File: config.mk
export PLATFORM = sky130hd
export DESIGN_NAME = filter_control_register_bank
export DESIGN_NICKNAME = d
export VERILOG_FILES = /design/src/core/filter_ctrl_pkg.sv /design/src/core/serial_edge.sv /design/src/core/filter_control_register_bank.sv
export SDC_FILE = /design/constraint.sdc
export NUM_CORES = 1
export LEC_CHECK = 0
export ABC_AREA = 1
export BUFFER_PORTS_ARGS = -buffer_cell sky130_fd_sc_hd__buf_2
export CAP_MARGIN = 10
export CELL_PAD_IN_SITES_DETAIL_PLACEMENT = 1
export CELL_PAD_IN_SITES_GLOBAL_PLACEMENT = 2
export CORE_MARGIN = 10
export CORE_UTILIZATION = 24
export CTS_BUF_LIST = sky130_fd_sc_hd__clkbuf_8
export DETAILED_ROUTE_END_ITERATION = 10
export HOLD_SLACK_MARGIN = 0.02
export PLACE_DENSITY = 0.63
export REMOVE_ABC_BUFFERS = 1
export SLEW_MARGIN = 0
export SYNTH_ARGS = -nofsm -noshare
export SYNTH_HDL_FRONTEND = slang
export SYNTH_SLANG_ARGS = --single-unit
File: constraint.sdc
create_clock -name clk -period 1.4 [get_ports clk]
set_clock_uncertainty 0.05 [all_clocks]
set_input_delay 0.07 -clock clk [delete_from_list [all_inputs] [get_ports clk]]
set_output_delay 0.07 -clock clk [all_outputs]
set_load 0.005 [all_outputs]
File: src/core/filter_ctrl_pkg.sv
/*
  Constants shared by the filter control register bank: subaddresses,
  field positions, reset values and serial-interface constants.
  Assumes a single 25 MHz clock domain and that SCL and SDA arrive
  already synchronous to that clock.
*/
package filter_ctrl_pkg;
  // Register subaddresses carried in the second byte
  localparam logic [7:0] SUB_CUTOFF = 8'h01;
  localparam logic [7:0] SUB_INTYPE = 8'h02;
  localparam logic [7:0] SUB_OPCTRL = 8'h03;
  // Slave address base; the low address bits come from the strap code
  localparam logic [6:0] SLAVE_BASE = 7'h48;
  localparam logic [6:0] SLAVE_ADS_HI = 7'h49;
  localparam logic [6:0] SLAVE_ADS_OPEN = 7'h4a;
  // Strap codes for the three-state address pin
  localparam logic [1:0] ADS_LOW = 2'h0;
  localparam logic [1:0] ADS_HIGH = 2'h1;
  localparam logic [1:0] ADS_OPEN = 2'h2;
  // Reset values
  localparam logic [7:0] CUTOFF_RST = 8'h00;
  localparam logic [5:0] INTYPE_RST = 6'h00;
  localparam logic [3:0] OPCTRL_RST = 4'h0;
  // Cutoff field layout
  localparam int RANGE_BIT = 7;
  localparam int TUNE_MSB = 6;
  // Input-type register: data bits holding the three channel fields
  localparam int INTYPE_MSB = 7;
  localparam int INTYPE_LSB = 2;
  // Operating register bit positions within the data byte
  localparam int PD_BIT = 7;
  localparam int PAIR_BIT = 6;
  localparam int HALF_BIT = 5;
  localparam int SKIP_BIT = 4;
  // Byte length and bit counter limits
  localparam logic [3:0] BIT_LAST = 4'h7;
  localparam logic [3:0] BIT_ACK = 4'h8;
endpackage

File: src/core/serial_edge.sv
/*
  Edge and bus-condition detector for the two-wire serial port.
  Assumes scl and sda inputs are already synchronous to clk and
  glitch free; a one-cycle registered history is kept here.
*/
module serial_edge (
  // Clock and reset
  input wire logic clk,
  input wire logic rstn,
  input wire logic ce,
  // Line levels
  input wire logic scl,
  input wire logic sda,
  // Detected events, one-cycle pulses
  output logic scl_rise,
  output logic scl_fall,
  output logic start_det,
  output logic stop_det
);
  logic scl_q; // Previous clock line level
  logic sda_q; // Previous data line level

  // Keep one sample of history; idle bus is high
  always_ff @(posedge clk) begin
    if (!rstn) begin
      scl_q <= 1'b1;
      sda_q <= 1'b1;
    end else if (ce) begin
      scl_q <= scl;
      sda_q <= sda;
    end
  end

  // Start is data falling while clock high, stop is data rising
  assign scl_rise = ce & scl & ~scl_q;
  assign scl_fall = ce & ~scl & scl_q;
  assign start_det = ce & scl & scl_q & sda_q & ~sda;
  assign stop_det = ce & scl & scl_q & ~sda_q & sda;
endmodule

File: src/core/filter_control_register_bank.sv
/*
  Write-only control register bank of a three-channel video filter
  buffer, written over a two-wire serial port as slave address,
  subaddress and data byte. Outputs steer the analog filter, the
  input multiplexer and the input stages.
  Assumes scl, sda and the select pin are synchronous to clk, and
  that the open-drain data pin is resolved outside this module.
*/
//
// Contract
// - Data byte stored into subaddressed register
// - Cutoff: range flag bit7, tuning bits6-0
// - Eight-bit code gives 256 two-range settings
// - Three 2-bit channel fields, data bits 7..2
// - Each field selects one input stage
// - Operating bits: down, pair, half, skip
// - Power-down flag high powers analog off
// - Pair flag picks A or B, pin low
// - Select pin high forces input B
// - Half flag halves channels two, three
// - Skip flag bypasses filter, cutoff ignored
// - Skip low passes through the filter
// - No read-back; host only writes
// - Reset loads every default before writes
// - Nack bad address or subaddress; ack data
module filter_control_register_bank (
  // Clock, reset, enable
  input wire logic clk,
  input wire logic rstn,
  input wire logic ce,
  // Address strap, 0 low, 1 high, 2 open
  input wire logic [1:0] ads_code,
  // Two-wire serial port, data pin split open-drain style
  input wire logic scl,
  input wire logic sda_in,
  output logic sda_out,
  output logic sda_oe,
  // External pair select pin
  input wire logic pair_select_pin,
  // Analog controls
  output logic [7:0] cutoff_code_value,
  output logic tuning_range_select,
  output logic [6:0] tuning_value,
  output logic [1:0] ch1_input_kind,
  output logic [1:0] ch2_input_kind,
  output logic [1:0] ch3_input_kind,
  output logic power_down_flag,
  output logic use_input_b,
  output logic ch1_half_cutoff,
  output logic ch23_half_cutoff,
  output logic filter_bypass,
  output logic filter_enable
);
  // Serial transfer phases
  typedef enum logic [2:0] {
    ST_IDLE = 3'b000, // Waiting for start
    ST_ADDR = 3'b001, // Shifting slave address
    ST_SUB = 3'b010,  // Shifting subaddress
    ST_DATA = 3'b011, // Shifting control data
    ST_DONE = 3'b100, // Ignoring until stop or repeated start
    ST_NOREG = 3'b101 // Subaddress refused; data byte acked, dropped
  } phase_t;

  phase_t phase_q;
  logic [3:0] bit_q;      // Bit index within byte, 8 is the ack slot
  logic [7:0] shift_q;    // Incoming byte
  logic [7:0] sub_q;      // Latched subaddress
  logic ack_q;            // Driving the ack low
  logic ack_due_q;        // Ack owed for the byte just shifted in
  logic [1:0] ads_q;      // Strap captured after reset release
  logic ads_taken_q;
  logic [7:0] cutoff_q;
  logic [5:0] intype_q;
  logic [3:0] opctrl_q;
  logic scl_rise, scl_fall, start_det, stop_det;
  logic [7:0] rx_byte;
  logic byte_done;

  // Valid subaddress test, used by ack and phase transition
  function automatic logic sub_valid(input logic [7:0] s);
    sub_valid = (s == filter_ctrl_pkg::SUB_CUTOFF) || (s == filter_ctrl_pkg::SUB_INTYPE) ||
                (s == filter_ctrl_pkg::SUB_OPCTRL);
  endfunction

  // Own slave address from the strap code
  function automatic logic [6:0] own_addr(input logic [1:0] a);
    if (a == filter_ctrl_pkg::ADS_HIGH) begin
      own_addr = filter_ctrl_pkg::SLAVE_ADS_HI;
    end else if (a == filter_ctrl_pkg::ADS_OPEN) begin
      own_addr = filter_ctrl_pkg::SLAVE_ADS_OPEN;
    end else begin
      own_addr = filter_ctrl_pkg::SLAVE_BASE;
    end
  endfunction

  serial_edge u_edge (
    .clk(clk),
    .rstn(rstn),
    .ce(ce),
    .scl(scl),
    .sda(sda_in),
    .scl_rise(scl_rise),
    .scl_fall(scl_fall),
    .start_det(start_det),
    .stop_det(stop_det)
  );

  // Byte completes on the eighth rising clock edge
  assign rx_byte = {shift_q[6:0], sda_in};
  assign byte_done = scl_rise && (bit_q == filter_ctrl_pkg::BIT_LAST);

  // Strap is caught once, clocked, after reset release
  always_ff @(posedge clk) begin
    if (!rstn) begin
      ads_q <= filter_ctrl_pkg::ADS_LOW;
      ads_taken_q <= 1'b0;
    end else if (ce && !ads_taken_q) begin
      ads_q <= ads_code;
      ads_taken_q <= 1'b1;
    end
  end

  // Bit counter and shifter; start always resynchronises
  always_ff @(posedge clk) begin
    if (!rstn) begin
      bit_q <= 4'h0;
      shift_q <= 8'h00;
    end else if (start_det || stop_det) begin
      bit_q <= 4'h0;
    end else if (scl_rise && bit_q <= filter_ctrl_pkg::BIT_LAST) begin
      shift_q <= rx_byte;
      bit_q <= bit_q + 4'h1;
    end else if (scl_rise && bit_q == filter_ctrl_pkg::BIT_ACK) begin
      // Ack clock high; not a data bit, so nothing is shifted
      bit_q <= bit_q + 4'h1;
    end else if (scl_fall && bit_q > filter_ctrl_pkg::BIT_ACK) begin
      bit_q <= 4'h0; // Ack clock over, next byte starts
    end
  end

  // Transfer phase; a write-only device rejects read bit too
  always_ff @(posedge clk) begin
    if (!rstn) begin
      phase_q <= ST_IDLE;
      sub_q <= 8'h00;
    end else if (start_det) begin
      phase_q <= ST_ADDR;
    end else if (stop_det) begin
      phase_q <= ST_IDLE;
    end else if (byte_done) begin
      case (phase_q)
        ST_ADDR: begin
          // Address plus write bit must match
          if (rx_byte == {own_addr(ads_q), 1'b0}) begin
            phase_q <= ST_SUB;
          end else begin
            phase_q <= ST_DONE;
          end
        end
        ST_SUB: begin
          sub_q <= rx_byte;
          phase_q <= sub_valid(rx_byte) ? ST_DATA : ST_NOREG;
        end
        ST_DATA: begin
          phase_q <= ST_DONE; // No auto-increment
        end
        ST_NOREG: begin
          phase_q <= ST_DONE; // Data byte taken but stored nowhere
        end
        default: begin
          phase_q <= phase_q;
        end
      endcase
    end
  end

  // Ack pulls data low from the falling edge after a good byte to the next
  // The decision is taken with the byte, so it never sees the updated phase
  always_ff @(posedge clk) begin
    if (!rstn) begin
      ack_q <= 1'b0;
      ack_due_q <= 1'b0;
    end else if (start_det || stop_det) begin
      ack_q <= 1'b0;
      ack_due_q <= 1'b0;
    end else if (byte_done) begin
      // Data byte acked whenever the address matched, address and subaddress only when valid
      ack_due_q <= (phase_q == ST_ADDR && rx_byte == {own_addr(ads_q), 1'b0}) ||
                   (phase_q == ST_SUB && sub_valid(rx_byte)) ||
                   (phase_q == ST_DATA) || (phase_q == ST_NOREG);
    end else if (scl_fall && bit_q == filter_ctrl_pkg::BIT_ACK) begin
      ack_q <= ack_due_q;
    end else if (scl_fall && ack_q) begin
      ack_q <= 1'b0;
    end
  end

  assign sda_out = 1'b0;
  assign sda_oe = ack_q;

  // Register writes on the data byte; reset loads defaults
  always_ff @(posedge clk) begin
    if (!rstn) begin
      cutoff_q <= filter_ctrl_pkg::CUTOFF_RST;
      intype_q <= filter_ctrl_pkg::INTYPE_RST;
      opctrl_q <= filter_ctrl_pkg::OPCTRL_RST;
    end else if (byte_done && phase_q == ST_DATA) begin
      if (sub_q == filter_ctrl_pkg::SUB_CUTOFF) begin
        cutoff_q <= rx_byte; // Whole byte is the code
      end else if (sub_q == filter_ctrl_pkg::SUB_INTYPE) begin
        // Low two data bits dropped
        intype_q <= rx_byte[filter_ctrl_pkg::INTYPE_MSB:filter_ctrl_pkg::INTYPE_LSB];
      end else if (sub_q == filter_ctrl_pkg::SUB_OPCTRL) begin
        // Only the upper nibble is kept
        opctrl_q <= rx_byte[filter_ctrl_pkg::PD_BIT:filter_ctrl_pkg::SKIP_BIT];
      end
    end
  end

  // Analog controls; cutoff split into range and tuning
  assign cutoff_code_value = cutoff_q;
  assign tuning_range_select = cutoff_q[filter_ctrl_pkg::RANGE_BIT];
  assign tuning_value = cutoff_q[filter_ctrl_pkg::TUNE_MSB:0];
  // Input stage codes forwarded as written
  assign ch1_input_kind = intype_q[5:4];
  assign ch2_input_kind = intype_q[3:2];
  assign ch3_input_kind = intype_q[1:0];
  // Operating flags, nibble index = data bit minus 4
  assign power_down_flag = opctrl_q[3];
  // Pin overrides the flag and needs no bus write
  assign use_input_b = pair_select_pin | opctrl_q[2];
  assign ch1_half_cutoff = 1'b0; // Channel one never halves
  assign ch23_half_cutoff = opctrl_q[1] & ~opctrl_q[0];
  assign filter_bypass = opctrl_q[0];
  assign filter_enable = ~opctrl_q[0];

  // Pin high always gives input B
  pin_forces_b_a: assert property (@(posedge clk) disable iff (!rstn)
    pair_select_pin |-> use_input_b)
    else $error("select pin did not force input b");
  // Bypass hides half cutoff
  skip_hides_half_a: assert property (@(posedge clk) disable iff (!rstn)
    filter_bypass |-> !ch23_half_cutoff && !filter_enable)
    else $error("bypass left half cutoff or filter on");
  // Data byte write lands next cycle
  data_write_a: assert property (@(posedge clk) disable iff (!rstn)
    (byte_done && phase_q == ST_DATA && sub_q == filter_ctrl_pkg::SUB_CUTOFF) |=>
    cutoff_code_value == $past(rx_byte))
    else $error("cutoff write lost");
  // Reset defaults
  reset_defaults_a: assert property (@(posedge clk)
    !rstn |=> (cutoff_code_value == 8'h00 && !power_down_flag && !filter_bypass))
    else $error("defaults not loaded");
  // Unknown subaddress never reaches data phase
  bad_sub_a: assert property (@(posedge clk) disable iff (!rstn)
    (byte_done && phase_q == ST_SUB && !sub_valid(rx_byte)) |=> phase_q == ST_NOREG)
    else $error("invalid subaddress accepted");
  // Channel one never halves
  ch1_full_a: assert property (@(posedge clk) disable iff (!rstn)
    !ch1_half_cutoff)
    else $error("channel one halved");
  // Cutoff fields recombine to code
  cutoff_split_a: assert property (@(posedge clk) disable iff (!rstn)
    {tuning_range_select, tuning_value} == cutoff_code_value)
    else $error("cutoff fields mismatch");
  // Pair flag alone when pin low
  pair_flag_a: assert property (@(posedge clk) disable iff (!rstn)
    !pair_select_pin |-> use_input_b == opctrl_q[2])
    else $error("pair flag not honoured");
  // Data byte after an accepted address always earns an ack
  data_ack_a: assert property (@(posedge clk) disable iff (!rstn)
    (byte_done && (phase_q == ST_DATA || phase_q == ST_NOREG)) |=> ack_due_q)
    else $error("data byte not acked");
endmodule

==> out/metrics.yaml <==
status: "finished with violations"
violations: "setup timing"
cts_tree: "built"
dieArea_um2: 13600
setup_tns_ps: -534
cp_slowest_cell: "dfxtp_4"
dieWidth_um: 116
path_common_cell: "nor2_1"
clkLatencyLatePin_ps: 310
power.leakage_nw: 1.35
drc_errors: 0
htreeDepth: 2
nets: 394
clk_path_buf_depth: 2
finalWorstPathRequiredPeriod_ps: 1470
async_flop_share_pct: 0
worstReg2RegEnd: "cutoff_code_value[7]"
grt_pass1_wl_um: 11300
drtAntennaViolNets: 0
hold_ws_ps: 21.4
path_cells: "ha_4 > nand3_4 > nor2_4 > nand2_4 > nor3_4 > buf_12 > nor2_1 > nor2_1"
drt_pass1_iterations: 4
end_kind: "flop"
whs_path_depth: 2
rr_worst_depth: 8
grt_pass1_vias: 2308
io_pins: 38
yosys-top-cells-area: "dfxtp_1 (42%), nor2_1 (9.8%), nand2_1 (8.6%), a21oi_1 (6.5%), nand3_1 (6.3%)"
critPathArrivalTime_ps: 1670
core_area_um2: 9150
worst_slack_ps: -68.2
crit_fanout: 8
drtIter0Drc: 42
cellPowerDensity_nw_per_um2: 838
fp-row-count: 35
dp_hpwl_um: 5190
drive_gt1_share_pct: 32.3
rsz0062_at_grt: "true"
cpLargestDelayFamily: "simple AND/OR/NAND/NOR gates"
syn_area_um2: 2230
ys_ff_latch: 47
cp_slowest_stage_delay_ps: 370
irDropWorstVdd_mv: 0.355
hold_class: "in -> reg"
antenna_found_initial: 0
die_h_um: 116
hold_end: "u_edge.sda_q"
final-seq-area_um2: 946
slew_viol_final: 0
crit_required_ps: 1600
fin_crit_sh_pct: 105
max_cap_violations: 0
hold_viol: 0
vias_per_cell: 4.49
critPathKind: "reg -> reg"
multi_input_comb_area_um2: 1210
intPower_mw: 1.95
portBuffers: 35
gp_congestion: 0.770
power_frac_comb_pct: 7.9
initial_core_util_pct: 24.4
synthDistinctLibCells: 31
reg2reg_setup_slack_ps: -70
synth_top_area_cell: "dfxtp_1"
p_sw_share_pct: 24.2
min_from: "ce"
grt.total_usage_pct: 10.5
wl_um: 6820
grt_remaining_overflow: 0
dominantRegCellSynth: "dfxtp_1"
wl_per_cell_um: 13.8
grt_max_degree: 28
path_clk_slew_ps: 90
syn_avg_cell_area_um2: 7.06
switchingPower_mw: 0.624
num_vias: 2224
max_freq_ghz: 0.681
diodes: 0
setup_violations: 15
power_frac_clock_pct: 38.8
p_total_mw: 2.58
synth_top_cell_area_share_pct: 42.2
fillers: 1145
root_buffer: "clkbuf_8"
yosysSeqAreaShare_pct: 42.2
synth_commonest_cells: "nor2_1 (58), nand2_1 (51), dfxtp_1 (47)"
syn_inst: 316
cts-buffers-inserted: 5
crit_buf_inv: 1
reg2reg_from: "bit_q[0]"
syn_to_final_growth_pct: 37.7
yosys_warnings: 0
p_seq_share_pct: 53.3
cts.sinks: 47
post-synth-top-count-cell: "nor2_1"
synth_edf_count: 0
critPathLaunchType: "flop"
final cells by class:
type | count | area share, %
clock buffers | 5 | 2.24
clock inverters | 2 | 1.10
inverters | 39 | 5.37
multi-input cells | 216 | 39.4
flip-flops and latches | 47 | 30.8
well taps | 111 | 4.52
repair buffers | 75 | 16.6
cell usage in the layout (no fill, tap or decap), drive strengths merged:
master / instances
buf: 72
nor2: 63
nand2: 52
dfxtp: 47
inv: 38
nand3: 31
a21oi: 29
o21ai: 22
clkbuf: 5
nand4: 3
dlygate4sd3: 3
nor3: 3
a211oi: 2
ha: 2
conb: 2
or2: 1
o21bai: 1
clkinvlp: 1
clkinv: 1
xor2: 1
o211ai: 1
a22oi: 1
a31oi: 1
nand3b: 1
bufinv: 1
worst reg2reg max path: cells and delay by family, from the launching register on:
| family | cells | cell delay [ps] |
|---|---|---|
| AND/OR/NAND/NOR | 6 | 680 |
| flip-flops | 1 | 370 |
| buffers and inverters | 1 | 160 |
| adder cells (fa/ha/maj) | 1 | 150 |
power groups by stage:
stage | Combinational [mW] | Clock, mW | Sequential [mW]
after global placement | 0.183 | 0 | 1.41
after floorplan | 0.0939 | 0 | 1.40
after global routing | 0.233 | 1.09 | 1.38
after detailed placement | 0.186 | 0 | 1.41
final | 0.204 | 0.999 | 1.37
after CTS | 0.202 | 1.06 | 1.38
cells by family (layout without fill, tap and decap cells):
| kind of cell | Yosys count | in the layout | share of synthesized area, % |
|---|---|---|---|
| other | 1 | 2 | 0.168 |
| DFF | 47 | 47 | 42.2 |
| adders and majority gates | 2 | 2 | 1.12 |
| buffers and inverters | 55 | 121 | 11.7 |
| and+or+nand+nor | 153 | 154 | 31.1 |
| AOI/OAI and AO/OA | 57 | 57 | 13.4 |
| xor gates and xnor gates | 1 | 1 | 0.392 |
worst max path at each step:
| stage | from | endpoint | slack (ps) | cells after the start |
|---|---|---|---|---|
| 5_1_grt | bit_q[0] | phase_q[2] | -160 | 7 |
| 3_5_place_dp | bit_q[0] | opctrl_q[3] | -150 | 8 |
| 4_1_cts | bit_q[0] | cutoff_code_value[7] | -70 | 8 |
| 6_report | bit_q[0] | cutoff_code_value[7] | -70 | 8 |
| 3_3_place_gp | bit_q[0] | opctrl_q[1] | -110 | 8 |
| 2_1_floorplan | bit_q[0] | opctrl_q[0] | 10 | 8 |
flip-flops by register name, summed over array words and instances (netlist names):
name,count
ads_q,2
u_edge.scl_q,1
shift_q,7
ads_taken_q,1
ack_due_q,1
sda_oe,1
opctrl_q,4
u_edge.sda_q,1
intype_q,6
cutoff_code_value,8
bit_q,4
sub_q,8
phase_q,3
per-stage QoR:
stage / std cells / utilization, % / instance area (um^2) / setup WS (ps)
5_1_grt: 495 / 33.6 / 3070 / -163
2_1_floorplan: 301 / - / 2120 / 12.3
6_report: 495 / 33.6 / 3070 / -68.2
4_1_cts: 494 / 32.3 / 2960 / -73.9
3_5_place_dp: 480 / 29.5 / 2700 / -152
3_3_place_gp: 480 / 29.5 / 2700 / -111
timing repair:
item | 4_1_cts | 5_1_grt
setup buffers | 3 | 1
setup endpoints to repair | 28 | 35
pin swaps | 5 | 6
gates cloned | 0 | 1
hold buffers | 4 | 0
resized for setup | 26 | 33
endpoints found under the hold margin | 3 | 0
layer usage:
| layer | vias to the layer above | GRT usage [%] | part of all wire, % |
|---|---|---|---|
| met5 | - | 0 | 0 |
| met4 | 0 | 3.75 | 1.3 |
| met3 | 8 | 2.16 | 2.8 |
| met2 | 20 | 17.1 | 48 |
| met1 | 1060 | 13.4 | 48 |
| li1 | 1136 | - | - |
Power figures use the tool's default switching activity.
